--- config.mk ---
export PLATFORM = sky130hd
export DESIGN_NAME = wrc_weigh_relay
export DESIGN_NICKNAME = d
export VERILOG_FILES = /design/src/verilog/wrc_pkg.sv /design/src/verilog/wrc_weigh_relay.sv /design/src/verilog/wrc_edge.sv /design/src/verilog/wrc_bin2bcd.sv
export SDC_FILE = /design/constraint.sdc
export NUM_CORES = 2
export LEC_CHECK = 0
export BUFFER_PORTS_ARGS = -buffer_cell sky130_fd_sc_hd__buf_2
export CAP_MARGIN = 10
export CORE_ASPECT_RATIO = 0.5
export CORE_MARGIN = 5
export CORE_UTILIZATION = 55
export CTS_BUF_LIST = sky130_fd_sc_hd__clkbuf_2
export DETAILED_ROUTE_END_ITERATION = 10
export PLACE_DENSITY = 0.71
export REMOVE_ABC_BUFFERS = 1
export SYNTH_ARGS = -nofsm -noshare
export SYNTH_HDL_FRONTEND = slang
export SYNTH_SLANG_ARGS = --single-unit
--- constraint.sdc ---
create_clock -name pclk -period 22.5 [get_ports pclk]
set_input_delay 1.125 -clock pclk [delete_from_list [all_inputs] [get_ports pclk]]
set_output_delay 1.125 -clock pclk [all_outputs]
set_load 0.005 [all_outputs]
--- src/verilog/wrc_pkg.sv ---
// Constants and types shared by the weighing relay command block
package wrc_pkg;
	localparam int WW = 18;

	// Register byte addresses
	localparam logic [7:0] A_CMD0 = 8'h00;
	localparam logic [7:0] A_CMD1 = 8'h04;
	localparam logic [7:0] A_STG  = 8'h08;
	localparam logic [7:0] A_STN  = 8'h0c;
	localparam logic [7:0] A_STM  = 8'h10;
	localparam logic [7:0] A_CFG  = 8'h14;
	localparam logic [7:0] A_CALZ = 8'h18;
	localparam logic [7:0] A_CALS = 8'h1c;
	localparam logic [7:0] A_MBOX = 8'h40;
	localparam logic [7:0] A_MEND = 8'h8c;
	localparam logic [4:0] MB_LAST = 5'h13;

	// Command bit positions in {cmd1, cmd0}
	localparam int B_TARE_ON  = 0;
	localparam int B_TARE_OFF = 1;
	localparam int B_ZEROING_TRIGGER    = 2;
	localparam int B_ZEROING_CANCEL   = 3;
	localparam int B_HOLD     = 4;
	localparam int B_DTARE    = 5;
	localparam int B_FD       = 6;
	localparam int B_FFC      = 8;
	localparam int B_JUDGE    = 9;
	localparam int B_START    = 10;
	localparam int B_STOP     = 11;
	localparam int B_SLOCK    = 13;
	localparam int B_ZCAL     = 16;
	localparam int B_SCAL     = 17;
	localparam int B_REQ      = 28;
	localparam int B_RW       = 30;

	// Configuration bit positions
	localparam int C_SEQ    = 0;
	localparam int C_TRESTR = 1;
	localparam int C_TREL   = 2;
	localparam int C_FDREL  = 3;
	localparam int C_FFREL  = 4;
	localparam int C_OUEXT  = 5;
	localparam int C_LIMEXT = 6;
	localparam int C_OUZERO = 7;
	localparam int C_DEC    = 8;
	localparam int C_ZT     = 10;
	localparam int C_FDSET  = 11;
	localparam int C_FFSET  = 12;
	localparam int C_DZR    = 16;
	localparam logic [31:0] CFG_RST = 32'h0064_0080;

	// Settings word indices
	localparam int W_UPPER = 0;
	localparam int W_LOWER = 2;
	localparam int W_NEAR  = 4;
	localparam int W_SP1   = 6;
	localparam int W_SP2   = 8;
	localparam int W_FFC   = 10;
	localparam int W_OVER  = 11;
	localparam int W_UNDER = 12;
	localparam int W_FINAL = 13;

	localparam logic [7:0] CAL_CYCLES    = 8'h40;
	localparam logic [3:0] ERR_ASST_SEQ  = 4'h3;
	localparam logic [3:0] ERR_CODE_STOP = 4'h2;

	typedef enum logic [1:0] {
		SEQ_IDLE = 2'b00,
		SEQ_RUN  = 2'b01,
		SEQ_DONE = 2'b11
	} wrc_seq_t;
endpackage

--- src/verilog/wrc_weigh_relay.sv ---
// Command interpreter and status generator of the weighing module
// Contract
// - Tare edge nulls net, optionally only stable
// - Tare cancel edge disables, keeps tare value
// - Zeroing edge clears gross or flags error
// - Zeroing cancel disables zero, clears error
// - Hold bit freezes weight and comparisons
// - Relay-sourced tare follows digital tare bit
// - Relay-sourced direction: 1 discharge, 0 feed
// - Relay-sourced fall compensation follows its bit
// - External judge bit gates judgments in simple mode
// - Start edge begins sequence in sequence mode
// - Stop edge aborts with error; again clears
// - Soft lock rejects calibration setting changes
// - Calibration edges ignored when locked or busy
// - Request edge moves twenty-word settings block
// - Sign bits mark negative gross and net
// - Two-bit decimal point position code
// - Near zero when weight at most setting
// - Simple mode set points compare against final
// - Sequence start sets flags; thresholds clear them
// - Complete on third flag fall, rearm below quarter
// - Under, go, over judgments; sequence freezes weight
// - Lower and upper limit flags, continuous or gated
`timescale 1ns/100ps
module wrc_weigh_relay
(
	input  wire logic        pclk,
	input  wire logic        presetn,
	input  wire logic        psel,
	input  wire logic        penable,
	input  wire logic        pwrite,
	input  wire logic [7:0]  paddr,
	input  wire logic [31:0] pwdata,
	output logic      [31:0] prdata,
	output logic             pready,
	output logic             pslverr,
	input  wire logic [17:0] gross_raw,
	input  wire logic        stable_in,
	input  wire logic        lock_switch,
	input  wire logic        center_interval_flag,
	input  wire logic [3:0]  dip_sw
);
	typedef struct packed {
		logic               pready_r;
		logic               pslverr_r;
		logic [31:0]        prdata_r;
		logic [15:0]        cmd0_r;
		logic [15:0]        cmd1_r;
		logic [31:0]        cfg_r;
		logic [19:0][15:0]  mbox_r;
		logic [19:0][15:0]  live_r;
		logic [17:0]        zero_off_r;
		logic [17:0]        tare_r;
		logic [17:0]        gross_r;
		logic [17:0]        net_r;
		logic [17:0]        judge_w_r;
		logic [16:0]        calz_r;
		logic [16:0]        cals_r;
		logic               tare_on_r;
		logic               zeroing_trigger_r;
		logic               zero_err_r;
		wrc_pkg::wrc_seq_t  seq_r;
		logic [2:0]         sp_r;
		logic               complete_r;
		logic               armed_r;
		logic [2:0]         ou_r;
		logic               upper_r;
		logic               lower_r;
		logic               near_r;
		logic [3:0]         asst_r;
		logic [3:0]         code_r;
		logic               cal_zero_r;
		logic               cal_span_r;
		logic [7:0]         cal_cnt_r;
		logic               xf_busy_r;
		logic               xf_wr_r;
		logic [4:0]         xf_idx_r;
	} wrc_state_t;

	wrc_state_t        st_r;
	wrc_state_t        st_nxt;
	logic [31:0]       rise;
	logic [17:0]       gross_live;
	logic [17:0]       net_live;
	logic signed [18:0] w;
	logic signed [18:0] fin;
	logic signed [18:0] t1;
	logic signed [18:0] t2;
	logic signed [18:0] t3;
	logic signed [18:0] ov_t;
	logic signed [18:0] un_t;
	logic signed [18:0] quart;
	logic              ffc_en;
	logic              discharge;
	logic              tare_act;
	logic              hold;
	logic              freeze;
	logic              cal_busy;
	logic              dz_ok;
	logic              soft_lock;
	logic              near_cmp;
	logic [2:0]        sp_cmp;
	logic [19:0]       gbcd;
	logic [19:0]       nbcd;
	logic [31:0]       stg;
	logic [31:0]       stn;
	logic [31:0]       stm;
	logic [7:0]        mb_off;
	logic              mb_hit;
	logic              acc_wr;

	function automatic logic [16:0] setv(input logic [19:0][15:0] l, input int i);
		return {l[i + 1][0], l[i]};
	endfunction

	function automatic logic signed [18:0] u19(input logic [16:0] v);
		return {2'b00, v};
	endfunction

	function automatic logic [16:0] mag(input logic [17:0] v);
		logic [17:0] a;
		a = v[17] ? -v : v;
		return a[16:0];
	endfunction

	// Returns {over, go, under}
	function automatic logic [2:0] ouj(input logic signed [18:0] v, hi, lo, gl);
		return {v > hi, (v <= hi) && (v >= gl), v < lo};
	endfunction

	wrc_edge u_edge
	(
		.pclk    (pclk),
		.presetn (presetn),
		.bits    ({st_r.cmd1_r, st_r.cmd0_r}),
		.rise    (rise)
	);

	wrc_bin2bcd u_gbcd
	(
		.bin (mag(st_r.gross_r)),
		.bcd (gbcd)
	);

	wrc_bin2bcd u_nbcd
	(
		.bin (mag(st_r.net_r)),
		.bcd (nbcd)
	);

	assign soft_lock  = st_r.cmd0_r[wrc_pkg::B_SLOCK];
	assign hold       = st_r.cmd0_r[wrc_pkg::B_HOLD];
	assign gross_live = gross_raw - (st_r.zeroing_trigger_r ? st_r.zero_off_r : 18'h00000);
	assign net_live   = gross_live - (st_r.tare_on_r ? st_r.tare_r : 18'h00000);
	assign w          = {st_r.net_r[17], st_r.net_r};
	assign fin        = u19(setv(st_r.live_r, wrc_pkg::W_FINAL));
	// Compensation enable from relay bit or setting
	assign ffc_en     = st_r.cfg_r[wrc_pkg::C_FFREL] ? st_r.cmd0_r[wrc_pkg::B_FFC]
		: st_r.cfg_r[wrc_pkg::C_FFSET];
	// Direction from relay bit or setting
	assign discharge  = st_r.cfg_r[wrc_pkg::C_FDREL] ? st_r.cmd0_r[wrc_pkg::B_FD]
		: st_r.cfg_r[wrc_pkg::C_FDSET];
	assign t1         = fin - u19(setv(st_r.live_r, wrc_pkg::W_SP1));
	assign t2         = fin - u19(setv(st_r.live_r, wrc_pkg::W_SP2));
	assign t3         = fin - u19(ffc_en ? {1'b0, st_r.live_r[wrc_pkg::W_FFC]} : 17'h00000);
	assign ov_t       = fin + u19({1'b0, st_r.live_r[wrc_pkg::W_OVER]});
	assign un_t       = fin - u19({1'b0, st_r.live_r[wrc_pkg::W_UNDER]});
	assign quart      = {2'b00, fin[18:2]};
	assign sp_cmp     = {w >= t3, w >= t2, w >= t1};
	assign near_cmp   = w <= u19(setv(st_r.live_r, wrc_pkg::W_NEAR));
	assign tare_act   = st_r.tare_on_r && (st_r.tare_r != 18'h00000);
	// Sequence completion freezes the reported weight
	assign freeze     = hold || (st_r.cfg_r[wrc_pkg::C_SEQ] && st_r.complete_r);
	assign cal_busy   = st_r.cal_zero_r | st_r.cal_span_r;
	assign dz_ok      = mag(gross_raw) <= {1'b0, st_r.cfg_r[wrc_pkg::C_DZR +: 16]};
	assign mb_off     = paddr - wrc_pkg::A_MBOX;
	assign mb_hit     = (paddr >= wrc_pkg::A_MBOX) && (paddr <= wrc_pkg::A_MEND)
		&& (paddr[1:0] == 2'b00);
	assign acc_wr     = psel & penable & st_r.pready_r & pwrite;

	// Status words; sign decimal code
	assign stg = {st_r.ou_r, st_r.complete_r, st_r.sp_r[2], st_r.sp_r[1], st_r.sp_r[0],
		st_r.near_r, st_r.cfg_r[wrc_pkg::C_DEC +: 2], st_r.gross_r[17], 1'b0, gbcd};
	assign stn = {~discharge, tare_act, hold, st_r.cfg_r[wrc_pkg::C_ZT],
		center_interval_flag, stable_in, st_r.upper_r, st_r.lower_r,
		st_r.cfg_r[wrc_pkg::C_DEC +: 2], st_r.net_r[17], 1'b0, nbcd};
	assign stm = {2'b00, st_r.zero_err_r, 5'h00, st_r.asst_r, st_r.code_r,
		1'b0, 1'b1, st_r.code_r != 4'h0, 6'h00,
		st_r.xf_busy_r & st_r.xf_wr_r, st_r.cal_span_r, st_r.cal_zero_r, dip_sw};

	always_comb
	begin
		logic [31:0] rv;
		logic        ok;
		rv = 32'h0000_0000;
		ok = 1'b1;
		st_nxt = st_r;

		case (paddr)
			wrc_pkg::A_CMD0: rv = {16'h0000, st_r.cmd0_r};
			wrc_pkg::A_CMD1: rv = {16'h0000, st_r.cmd1_r};
			wrc_pkg::A_STG:  rv = stg;
			wrc_pkg::A_STN:  rv = stn;
			wrc_pkg::A_STM:  rv = stm;
			wrc_pkg::A_CFG:  rv = st_r.cfg_r;
			wrc_pkg::A_CALZ: rv = {15'h0000, st_r.calz_r};
			wrc_pkg::A_CALS: rv = {15'h0000, st_r.cals_r};
			default:
			begin
				if (mb_hit)
					rv = {16'h0000, st_r.mbox_r[mb_off[6:2]]};
				else
					ok = 1'b0;
			end
		endcase
		// Calibration writes refused while soft lock is set
		if (pwrite && soft_lock && (paddr == wrc_pkg::A_CALZ || paddr == wrc_pkg::A_CALS))
			ok = 1'b0;

		st_nxt.pready_r = psel & ~penable;
		if (psel & ~penable)
		begin
			st_nxt.prdata_r  = pwrite ? 32'h0000_0000 : rv;
			st_nxt.pslverr_r = ~ok;
		end

		if (acc_wr && ok)
		begin
			case (paddr)
				wrc_pkg::A_CMD0: st_nxt.cmd0_r = pwdata[15:0];
				wrc_pkg::A_CMD1: st_nxt.cmd1_r = pwdata[15:0];
				wrc_pkg::A_CFG:  st_nxt.cfg_r = pwdata;
				wrc_pkg::A_CALZ: st_nxt.calz_r = pwdata[16:0];
				wrc_pkg::A_CALS: st_nxt.cals_r = pwdata[16:0];
				default:
				begin
					if (mb_hit)
						st_nxt.mbox_r[mb_off[6:2]] = pwdata[15:0];
				end
			endcase
		end

		// Weight path, held while frozen
		if (!freeze)
		begin
			st_nxt.gross_r = gross_live;
			st_nxt.net_r   = net_live;
		end

		if (st_r.cfg_r[wrc_pkg::C_TREL])
		begin
			// Relay-driven tare subtraction
			st_nxt.tare_on_r = st_r.cmd0_r[wrc_pkg::B_DTARE];
			if (rise[wrc_pkg::B_DTARE])
				st_nxt.tare_r = gross_live;
		end
		else
		begin
			if (rise[wrc_pkg::B_TARE_ON] && (!st_r.cfg_r[wrc_pkg::C_TRESTR] || stable_in))
			begin
				st_nxt.tare_r    = gross_live;
				st_nxt.tare_on_r = 1'b1;
			end
			if (rise[wrc_pkg::B_TARE_OFF])
				st_nxt.tare_on_r = 1'b0;
		end

		if (rise[wrc_pkg::B_ZEROING_TRIGGER])
		begin
			if (dz_ok)
			begin
				st_nxt.zero_off_r = gross_raw;
				st_nxt.zeroing_trigger_r    = 1'b1;
			end
			else
				st_nxt.zero_err_r = 1'b1;
		end
		if (rise[wrc_pkg::B_ZEROING_CANCEL])
		begin
			st_nxt.zeroing_trigger_r    = 1'b0;
			// A failed zeroing in the same cycle wins over the clear
			st_nxt.zero_err_r = rise[wrc_pkg::B_ZEROING_TRIGGER] && !dz_ok;
		end

		// Comparisons are held along with the weight while hold is on
		if (!hold)
		begin
			st_nxt.near_r = near_cmp;
			if (!st_r.cfg_r[wrc_pkg::C_LIMEXT] || st_r.cmd0_r[wrc_pkg::B_JUDGE])
			begin
				st_nxt.lower_r = w < u19(setv(st_r.live_r, wrc_pkg::W_LOWER));
				st_nxt.upper_r = w > u19(setv(st_r.live_r, wrc_pkg::W_UPPER));
			end
			else
			begin
				st_nxt.lower_r = 1'b0;
				st_nxt.upper_r = 1'b0;
			end
			if (st_r.cfg_r[wrc_pkg::C_SEQ])
				st_nxt.ou_r = st_r.complete_r ? ouj(
					{st_r.judge_w_r[17], st_r.judge_w_r}, ov_t, un_t, t3) : 3'b000;
			else if (!st_r.cfg_r[wrc_pkg::C_OUEXT] || st_r.cmd0_r[wrc_pkg::B_JUDGE])
				st_nxt.ou_r = ouj(w, ov_t, un_t, t3);
			else
				st_nxt.ou_r = 3'b000;
		end

		// Rearm completion once weight drops under a quarter of final
		if (w < quart)
			st_nxt.armed_r = 1'b1;

		if (rise[wrc_pkg::B_STOP] && st_r.seq_r == wrc_pkg::SEQ_RUN)
		begin
			st_nxt.seq_r  = wrc_pkg::SEQ_IDLE;
			st_nxt.asst_r = wrc_pkg::ERR_ASST_SEQ;
			st_nxt.code_r = wrc_pkg::ERR_CODE_STOP;
		end
		else if (rise[wrc_pkg::B_STOP] && st_r.asst_r == wrc_pkg::ERR_ASST_SEQ)
		begin
			st_nxt.asst_r = 4'h0;
			st_nxt.code_r = 4'h0;
		end
		else if (!st_r.cfg_r[wrc_pkg::C_SEQ])
		begin
			st_nxt.seq_r      = wrc_pkg::SEQ_IDLE;
			st_nxt.complete_r = 1'b0;
			if (!hold)
				st_nxt.sp_r = sp_cmp;
		end
		else if (rise[wrc_pkg::B_START])
		begin
			st_nxt.seq_r      = wrc_pkg::SEQ_RUN;
			st_nxt.sp_r       = 3'b111;
			st_nxt.complete_r = 1'b0;
		end
		else
		begin
			unique case (st_r.seq_r)
				wrc_pkg::SEQ_IDLE:
				begin
				end
				wrc_pkg::SEQ_RUN:
				begin
					st_nxt.sp_r = st_r.sp_r & ~sp_cmp;
					if (st_r.sp_r[2] && sp_cmp[2])
					begin
						st_nxt.seq_r = wrc_pkg::SEQ_DONE;
						// Judging count zero: complete on flag fall if armed
						if (st_r.armed_r || !st_r.cfg_r[wrc_pkg::C_OUZERO])
						begin
							st_nxt.complete_r = 1'b1;
							st_nxt.armed_r    = 1'b0;
							st_nxt.judge_w_r  = st_r.net_r;
						end
					end
				end
				wrc_pkg::SEQ_DONE:
				begin
				end
			endcase
		end

		// Calibration start, ignored when locked or busy
		if ((rise[wrc_pkg::B_ZCAL] || rise[wrc_pkg::B_SCAL]) && !soft_lock && !lock_switch
			&& !cal_busy)
		begin
			st_nxt.cal_zero_r = rise[wrc_pkg::B_ZCAL];
			st_nxt.cal_span_r = ~rise[wrc_pkg::B_ZCAL];
			st_nxt.cal_cnt_r  = wrc_pkg::CAL_CYCLES;
		end
		else if (cal_busy)
		begin
			st_nxt.cal_cnt_r = st_r.cal_cnt_r - 8'h01;
			if (st_r.cal_cnt_r == 8'h01)
			begin
				st_nxt.cal_zero_r = 1'b0;
				st_nxt.cal_span_r = 1'b0;
				if (st_r.cal_zero_r)
					st_nxt.calz_r = gross_raw[16:0];
				else
					st_nxt.cals_r = gross_raw[16:0];
			end
		end

		// Settings block exchange, one word per cycle
		if (st_r.xf_busy_r)
		begin
			if (st_r.xf_wr_r)
				st_nxt.live_r[st_r.xf_idx_r] = st_r.mbox_r[st_r.xf_idx_r];
			else
				st_nxt.mbox_r[st_r.xf_idx_r] = st_r.live_r[st_r.xf_idx_r];
			st_nxt.xf_idx_r  = st_r.xf_idx_r + 5'h01;
			st_nxt.xf_busy_r = st_r.xf_idx_r != wrc_pkg::MB_LAST;
		end
		else if (rise[wrc_pkg::B_REQ])
		begin
			st_nxt.xf_busy_r = 1'b1;
			st_nxt.xf_wr_r   = st_r.cmd1_r[wrc_pkg::B_RW - 16];
			st_nxt.xf_idx_r  = 5'h00;
		end
	end

	always_ff @(posedge pclk or negedge presetn)
	begin
		if (!presetn)
		begin
			st_r         <= '0;
			st_r.cfg_r   <= wrc_pkg::CFG_RST;
			st_r.armed_r <= 1'b1;
		end
		else
			st_r <= st_nxt;
	end

	assign prdata  = st_r.prdata_r;
	assign pready  = st_r.pready_r;
	assign pslverr = st_r.pslverr_r;

	// Length of the current busy run; a gap restarts it, so the check sees one run
	logic [4:0] xf_len_r;

	always_ff @(posedge pclk or negedge presetn)
	begin
		if (!presetn)
			xf_len_r <= 5'h00;
		else if (st_r.xf_busy_r)
			xf_len_r <= xf_len_r + 5'h01;
		else
			xf_len_r <= 5'h00;
	end
endmodule

--- src/verilog/wrc_edge.sv ---
// Rising-edge detector for the host command bits
`timescale 1ns/100ps
module wrc_edge
(
	input  wire logic        pclk,
	input  wire logic        presetn,
	input  wire logic [31:0] bits,
	output logic      [31:0] rise
);
	typedef struct packed {
		logic [31:0] prev_r;
	} wrc_edge_st_t;

	wrc_edge_st_t st_r;
	wrc_edge_st_t st_nxt;

	always_comb
	begin
		st_nxt = st_r;
		st_nxt.prev_r = bits;
	end

	always_ff @(posedge pclk or negedge presetn)
	begin
		if (!presetn)
			st_r <= '0;
		else
			st_r <= st_nxt;
	end

	// One pulse per 0-to-1 change of a sampled bit
	assign rise = bits & ~st_r.prev_r;
endmodule

--- src/verilog/wrc_bin2bcd.sv ---
// Binary to five packed decimal digits
`timescale 1ns/100ps
module wrc_bin2bcd
(
	input  wire logic [16:0] bin,
	output logic      [19:0] bcd
);
	always_comb
	begin
		logic [36:0] sh;
		sh = {20'h00000, bin};
		for (int i = 0; i < 17; i++)
		begin
			for (int k = 0; k < 5; k++)
			begin
				if (sh[17 + 4 * k +: 4] >= 4'h5)
					sh[17 + 4 * k +: 4] = sh[17 + 4 * k +: 4] + 4'h3;
			end
			sh = {sh[35:0], 1'b0};
		end
		// Five packed digits per weight
		bcd = sh[36:17];
	end
endmodule

# After elaboration in Yosys (flattened, before gate mapping)
# Index checks and enable logic that the tools add are counted.
# totals
reg_bits	932
in_bits	70
out_inout_bits	34
word_cells	523
# op_classes
n_addsub	93
order_cmp	101
n_eq_ne	20
muxes	156
bitwise	18
reduce_logical	62
# ops
cell	count
$mux 320	5
$bwmux 320	3
$mux 640	1
$mux 4	76
$ge 4x3->1 const B	70
$add 4x2->4 const B	68
$pmux 32 s8	1
$bmux 16 s5	3
$demux 16 s5	2
$mux 34	4
$mux 17	7
$mux 16	7
$mux 18	5
$ge 18x18->1	4
$lt 18x18->1	3
$neg 17->17	3
$gt 18x19->1	2
$le 18x19->1	2
$sub 17x16->18	2
$sub 17x17->18	2
$sub 18x18->18	2
$add 3x2->4 const B	8
$eq 8x5->1 const B	4
$mux 32	1
55 further kinds	165

# Depth between registers and ports, before layout
# depth
ltp_word	32
mapped_depth	88
depth_no_buf	87

# Modules after synthesis
# A second synthesis with hierarchy kept.
# unflattened
hier_cells	7632
hier_area_um2	70304.9
# by_module_without_submodules
module	instances	cells_per_inst	area_each_um2
wrc_weigh_relay	1	5712	56764.4
wrc_bin2bcd	2	928	6149.6
wrc_edge	1	64	1241.2

# Worst setup path after synthesis
# Ideal clock, no wire load.
# synth_timing
kind	register to register
from	register st_r[93] (netlist name)
to	register st_r (netlist bit prdata[2])
setup_ps	82
arrival_time_ps	16083
required_ps	22418
slack_ps	6335
path_stages_with_launch	84
path_buffers	0
period_less_slack_ps	16165
path_cell_list	dfrtp_1 inv_1 ha_1 or4b_2 o41ai_4 xor2_2 and3_4 a21oi_1 ha_1 nand2b_1 nand2b_1 mux2_2 mux2_2 xnor2_2 inv_2 ha_1 or2b_1 or3_1 (+48 left out) ha_1 nor2b_1 o21bai_1 xnor2_1 inv_1 ha_1 inv_1 nor2_1 o21ai_1 xnor2_1 ha_1 inv_1 nor2_1 o21ai_1 mux2_2 o211ai_1 a21oi_1 a31oi_1
# synth_between
elab_chain_cells	32
word_cells_on_any_way	46
cone_classes	add/sub (15); order compare (14); mux (17)
# synth_lines
element	line	text
from (decl)	wrc_weigh_relay.sv:81	wrc_state_t st_r;
from (signal assigned)	wrc_weigh_relay.sv:413	st_r <= st_nxt;
$neg 17->17 *	wrc_weigh_relay.sv:123	a = v[17] ? -v : v;
$mux 17 *	wrc_weigh_relay.sv:123	
$add 3x2->4 / $ge 3x3->1 (equally long branches)	wrc_bin2bcd.sv:17, wrc_bin2bcd.sv:16	
$mux 4	wrc_bin2bcd.sv:16	if (sh[17 + 4 * k +: 4] >= 4'h5)
$add 4x2->4 / $ge 4x3->1 (equally long branches)	wrc_bin2bcd.sv:17, wrc_bin2bcd.sv:16	
$mux 4	wrc_bin2bcd.sv:16	
$add 4x2->4 / $ge 4x3->1 (equally long branches)	wrc_bin2bcd.sv:17, wrc_bin2bcd.sv:16	
$mux 4	wrc_bin2bcd.sv:16	
(+16 left out)	-	
$add 4x2->4 / $ge 4x3->1 (equally long branches)	wrc_bin2bcd.sv:17, wrc_bin2bcd.sv:16	
$mux 4	wrc_bin2bcd.sv:16	
$ge 4x3->1 / $add 4x2->4 (equally long branches)	wrc_bin2bcd.sv:16, wrc_bin2bcd.sv:17	
$mux 4	wrc_bin2bcd.sv:16	
$add 4x2->4 / $ge 4x3->1 (equally long branches)	wrc_bin2bcd.sv:17, wrc_bin2bcd.sv:16	
$mux 4 *	wrc_bin2bcd.sv:16	
$pmux 32 s8 *	wrc_weigh_relay.sv:200	case (paddr)
$mux 32 *	wrc_weigh_relay.sv:224	st_nxt.prdata_r = pwrite ? 32'h0000_0000 : rv;
# Every way passes the cells marked *; elsewhere a longest branch is shown, timed or not.
# A chain may end at the register's enable or synchronous reset.

# Final worst setup path
# layout_timing
from	register st_r[119] (netlist name)
to	register st_r (netlist bit prdata[1])
# layout_between
elab_chain_cells	32
word_cells_on_any_way	45
cone_classes	add/sub (14); order compare (14); mux (17)
# layout_lines
element	line
$neg 17->17	wrc_weigh_relay.sv:123
$mux 17 *	wrc_weigh_relay.sv:123
$add 3x2->4 / $ge 3x3->1 (equally long branches)	wrc_bin2bcd.sv:17, wrc_bin2bcd.sv:16
$mux 4	wrc_bin2bcd.sv:16
$add 4x2->4 / $ge 4x3->1 (equally long branches)	wrc_bin2bcd.sv:17, wrc_bin2bcd.sv:16
$mux 4	wrc_bin2bcd.sv:16
$add 4x2->4 / $ge 4x3->1 (equally long branches)	wrc_bin2bcd.sv:17, wrc_bin2bcd.sv:16
$mux 4	wrc_bin2bcd.sv:16
(+16 left out)	-
$add 4x2->4 / $ge 4x3->1 (equally long branches)	wrc_bin2bcd.sv:17, wrc_bin2bcd.sv:16
$mux 4 *	wrc_bin2bcd.sv:16
$ge 4x3->1 / $add 4x2->4 (equally long branches)	wrc_bin2bcd.sv:16, wrc_bin2bcd.sv:17
$mux 4 *	wrc_bin2bcd.sv:16
$ge 4x3->1 *	wrc_bin2bcd.sv:16
$mux 4 *	wrc_bin2bcd.sv:16
$pmux 32 s8 *	wrc_weigh_relay.sv:200
$mux 32 *	wrc_weigh_relay.sv:224
# Marked as above.

==> results.sh <==
export IMPL_status="finished, final reports clean"
export IMPL_cp_slowest_cell="or4_1"
export IMPL_cts_tree="built"
export IMPL_synthArstFlopShare_pct=100
export IMPL_grt_max_degree=187
export IMPL_hold_class="input port to flip-flop"
export IMPL_ys_seq_elements=906
export IMPL_final_area_sq_mm=0.0718
export IMPL_gp_congestion=0.938
export IMPL_regToRegSetupSlack_ns=3.69
export IMPL_min_period_ns=18.81
export IMPL_via_per_inst=6.48
export IMPL_synth_flop_cell="dfrtp_1"
export IMPL_grt_remaining_overflow=0
export IMPL_synthesis_instances=7304
export IMPL_criticalPathCategory="flip-flop to flip-flop"
export IMPL_drv_slew=0
export IMPL_vias=58800
export IMPL_reg2reg_to="prdata[1]$_DFFE_PN0P_"
export IMPL_fillers=10600
export IMPL_hold_path_depth=3
export IMPL_reg2reg_depth=76
export IMPL_rsz0062_at_grt="false"
export IMPL_synth_cell_types=141
export IMPL_yosysWarnings=0
export IMPL_grt_pass1_vias=55900
export IMPL_register_area_sq_mm=0.0227
export IMPL_post_cts_buffers=0
export IMPL_cp_top_family="simple AND/OR/NAND/NOR gates"
export IMPL_min_to="st_r[627]$_DFF_PN0_"
export IMPL_worst_path_max_fanout=10
export IMPL_synth_edf_count=0
export IMPL_crit_required_ns=23.99
export IMPL_grt_pass1_wl_um=332000
export IMPL_wl_per_cell_um=23.9
export IMPL_cts_buffer_depth=3
export IMPL_cts_hold_buf=60
export IMPL_route_detailed_drc=0
export IMPL_synth_avg_cell_area_sq_um=9.25
export IMPL_fmax_mhz=53.2
export IMPL_root_buffer="clkbuf_2"
export IMPL_multiInputGateArea_sq_mm=0.0416
export IMPL_grt_use_met3_pct=9.12
export IMPL_drv_cap=0
export IMPL_fin_crit_sh_pct=83.6
export IMPL_drtIter0Drc=6470
export IMPL_max_slew_worst_pin_slew_ns=1.32
export IMPL_grt_usage_pct=32.6
export IMPL_die_area_sq_mm=0.130
export IMPL_yosysSeqAreaShare_pct=33.6
export IMPL_met2_usage_pct=48.5
export IMPL_critical_path_buf_inv_count=3
export IMPL_initial_utilization_pct=55.7
export IMPL_placed_area_sq_mm=0.0693
export IMPL_htree_levels=4
export IMPL_critPathLaunchType="flip-flop"
export IMPL_clkTransAtPathRegs_ns=0.13
export IMPL_crit_arrival_ns=20.30
export IMPL_die_w_um=506
export IMPL_cpMostUsedCell="ha_1"
export IMPL_port_buffer_count=103
export IMPL_antenna_found_initial=6
export IMPL_final_util_pct=59.2
export IMPL_clock_sinks=906
export IMPL_syn_to_final_growth_pct=6.28
export IMPL_skew_ns=0.124
export IMPL_slew_headroom_pct=11.5
export IMPL_syn_cell_area_sq_mm=0.0676
export IMPL_antenna_left=0
export IMPL_clock_latency_ns=1.69
export IMPL_fin_tns_setup_ns=0
export IMPL_coreArea_sq_mm=0.121
export IMPL_numCtsBuffers=210
export IMPL_hold_violations=0
export IMPL_cts_resized=0
export IMPL_min_from="pwdata[14]"
export IMPL_critPathLaunch="st_r[119]$_DFFE_PN0N_"
export IMPL_setup_viol_count_final=0
export IMPL_std_cell_rows=90
export IMPL_drt_total_wl_um=217000
export IMPL_cp_end_kind="flip-flop"
export IMPL_die_y_um=258
export IMPL_met1_usage_pct=45.2
export IMPL_reg2reg_from="st_r[119]$_DFFE_PN0N_"
export IMPL_layout_drive_gt1_share_pct=16.2
export IMPL_io_pins=104
export IMPL_critical_path_max_stage_delay_ns=0.69
export IMPL_drtPass1Iterations=7
export IMPL_layout_nets=7838
export IMPL_dp_hpwl_um=149000
export IMPL_grt_busiest_layer="met2"
==> cell usage in the layout, fill, tap and decap left out, types with 43 or more instances in the layout <==
master	synthesis	routed
a21oi_1	954	954
dfrtp_1	901	896
nor2_1	587	526
ha_1	465	465
nor2b_1	392	390
nand2_1	375	374
inv_1	373	373
o21ai_0	394	362
a211oi_1	358	358
clkbuf_2	1	315
mux4_2	247	247
mux2i_1	185	185
mux2_2	162	162
xnor2_1	144	144
a21o_1	138	138
buf_4	37	131
buf_2	11	100
nand3_1	83	83
nand2b_1	76	75
nor3_1	72	64
dlygate4sd3_1	0	60
nor2_2	0	54
clkinv_1	4	50
nand4_1	49	49
o21ai_1	30	48
o211ai_1	43	43
==> how the worst max path moves through the flow <==
stage | end | depth (start not counted) | slack (ns)
after CTS | prdata[1]$_DFFE_PN0P_ | 77 | 4.03
after global placement | prdata[1]$_DFFE_PN0P_ | 76 | 4.51
after global routing | prdata[1]$_DFFE_PN0P_ | 77 | 2.28
after floorplan | prdata[2]$_DFFE_PN0P_ | 83 | 6.28
after detailed placement | prdata[1]$_DFFE_PN0P_ | 77 | 4.15
final | prdata[1]$_DFFE_PN0P_ | 76 | 3.69
==> cells by family after synthesis <==
group	after synthesis	share of synthesized area (%)
adders and majority gates	473	8.83
xor gates and xnor gates	196	2.66
buffers and inverters	909	5.34
AOI/OAI and AO/OA	2358	22.0
and+or+nand+nor	1858	13.6
muxes	604	13.9
DFF	906	33.6
==> cell usage after synthesis (43+ instances only) <==
library cell | n | area, sq um
nand3_1 | 83 | 415
a21oi_1 | 954 | 4770
inv_1 | 373 | 1400
mux2_2 | 162 | 1820
clkbuf_1 | 410 | 1540
nand4_1 | 49 | 307
nand2b_1 | 76 | 475
buf_1 | 53 | 199
ha_1 | 465 | 5820
dfrtp_1 | 901 | 22500
nand2_1 | 375 | 1410
nor2_1 | 587 | 2200
a21o_1 | 138 | 1040
mux2i_1 | 185 | 1850
mux4_2 | 247 | 5560
nor2b_1 | 392 | 2450
o211ai_1 | 43 | 323
a211oi_1 | 358 | 2690
nor3_1 | 72 | 360
o21ai_0 | 394 | 1970
xnor2_1 | 144 | 1260
==> final cells by class <==
type | instances | area share [%]
diodes | 3 | 0.0105
multi-input cells | 5489 | 57.9
inverters | 393 | 2.06
well taps | 1610 | 2.81
clock buffers | 315 | 2.20
clock inverters | 63 | 0.404
flip-flops and latches | 906 | 31.6
repair buffers | 296 | 3.02
==> routing by layer <==
metal / routed length [um] / part of all wire, % / up-vias
met1: 90200 / 42 / 28500
met5: 15 / 0.0069 / -
met4: 8930 / 4.1 / 2
li1: - / - / 26800
met3: 25300 / 12 / 511
met2: 92800 / 43 / 2953
==> worst register-to-register path, delay by kind of cell, from the launching register on <==
kind                     cells  cell delay, ns
adder cells (fa/ha/maj)     13            3.09
AO/OA/AOI/OAI               24            5.67
AND/OR/NAND/NOR             24            6.42
buffers and inverters        3            0.33
XOR/XNOR                    11            2.45
multiplexers                 1            0.32
flip-flops                   1            0.46
==> through the flow <==
step / hold slack, ns / std cells / setup slack, ns
floorplan: 0.374 / 6788 / 6.28
global placement: 0.383 / 8634 / 4.51
detailed placement: 0.396 / 8634 / 4.15
CTS: 0.00602 / 9072 / 4.03
global route: 0.106 / 9075 / 2.28
finish: 0.181 / 9075 / 3.69
Power is left out: the tool's default activity adds up to more than one toggle a clock period on the data nets, which glitch-free logic cannot reach.
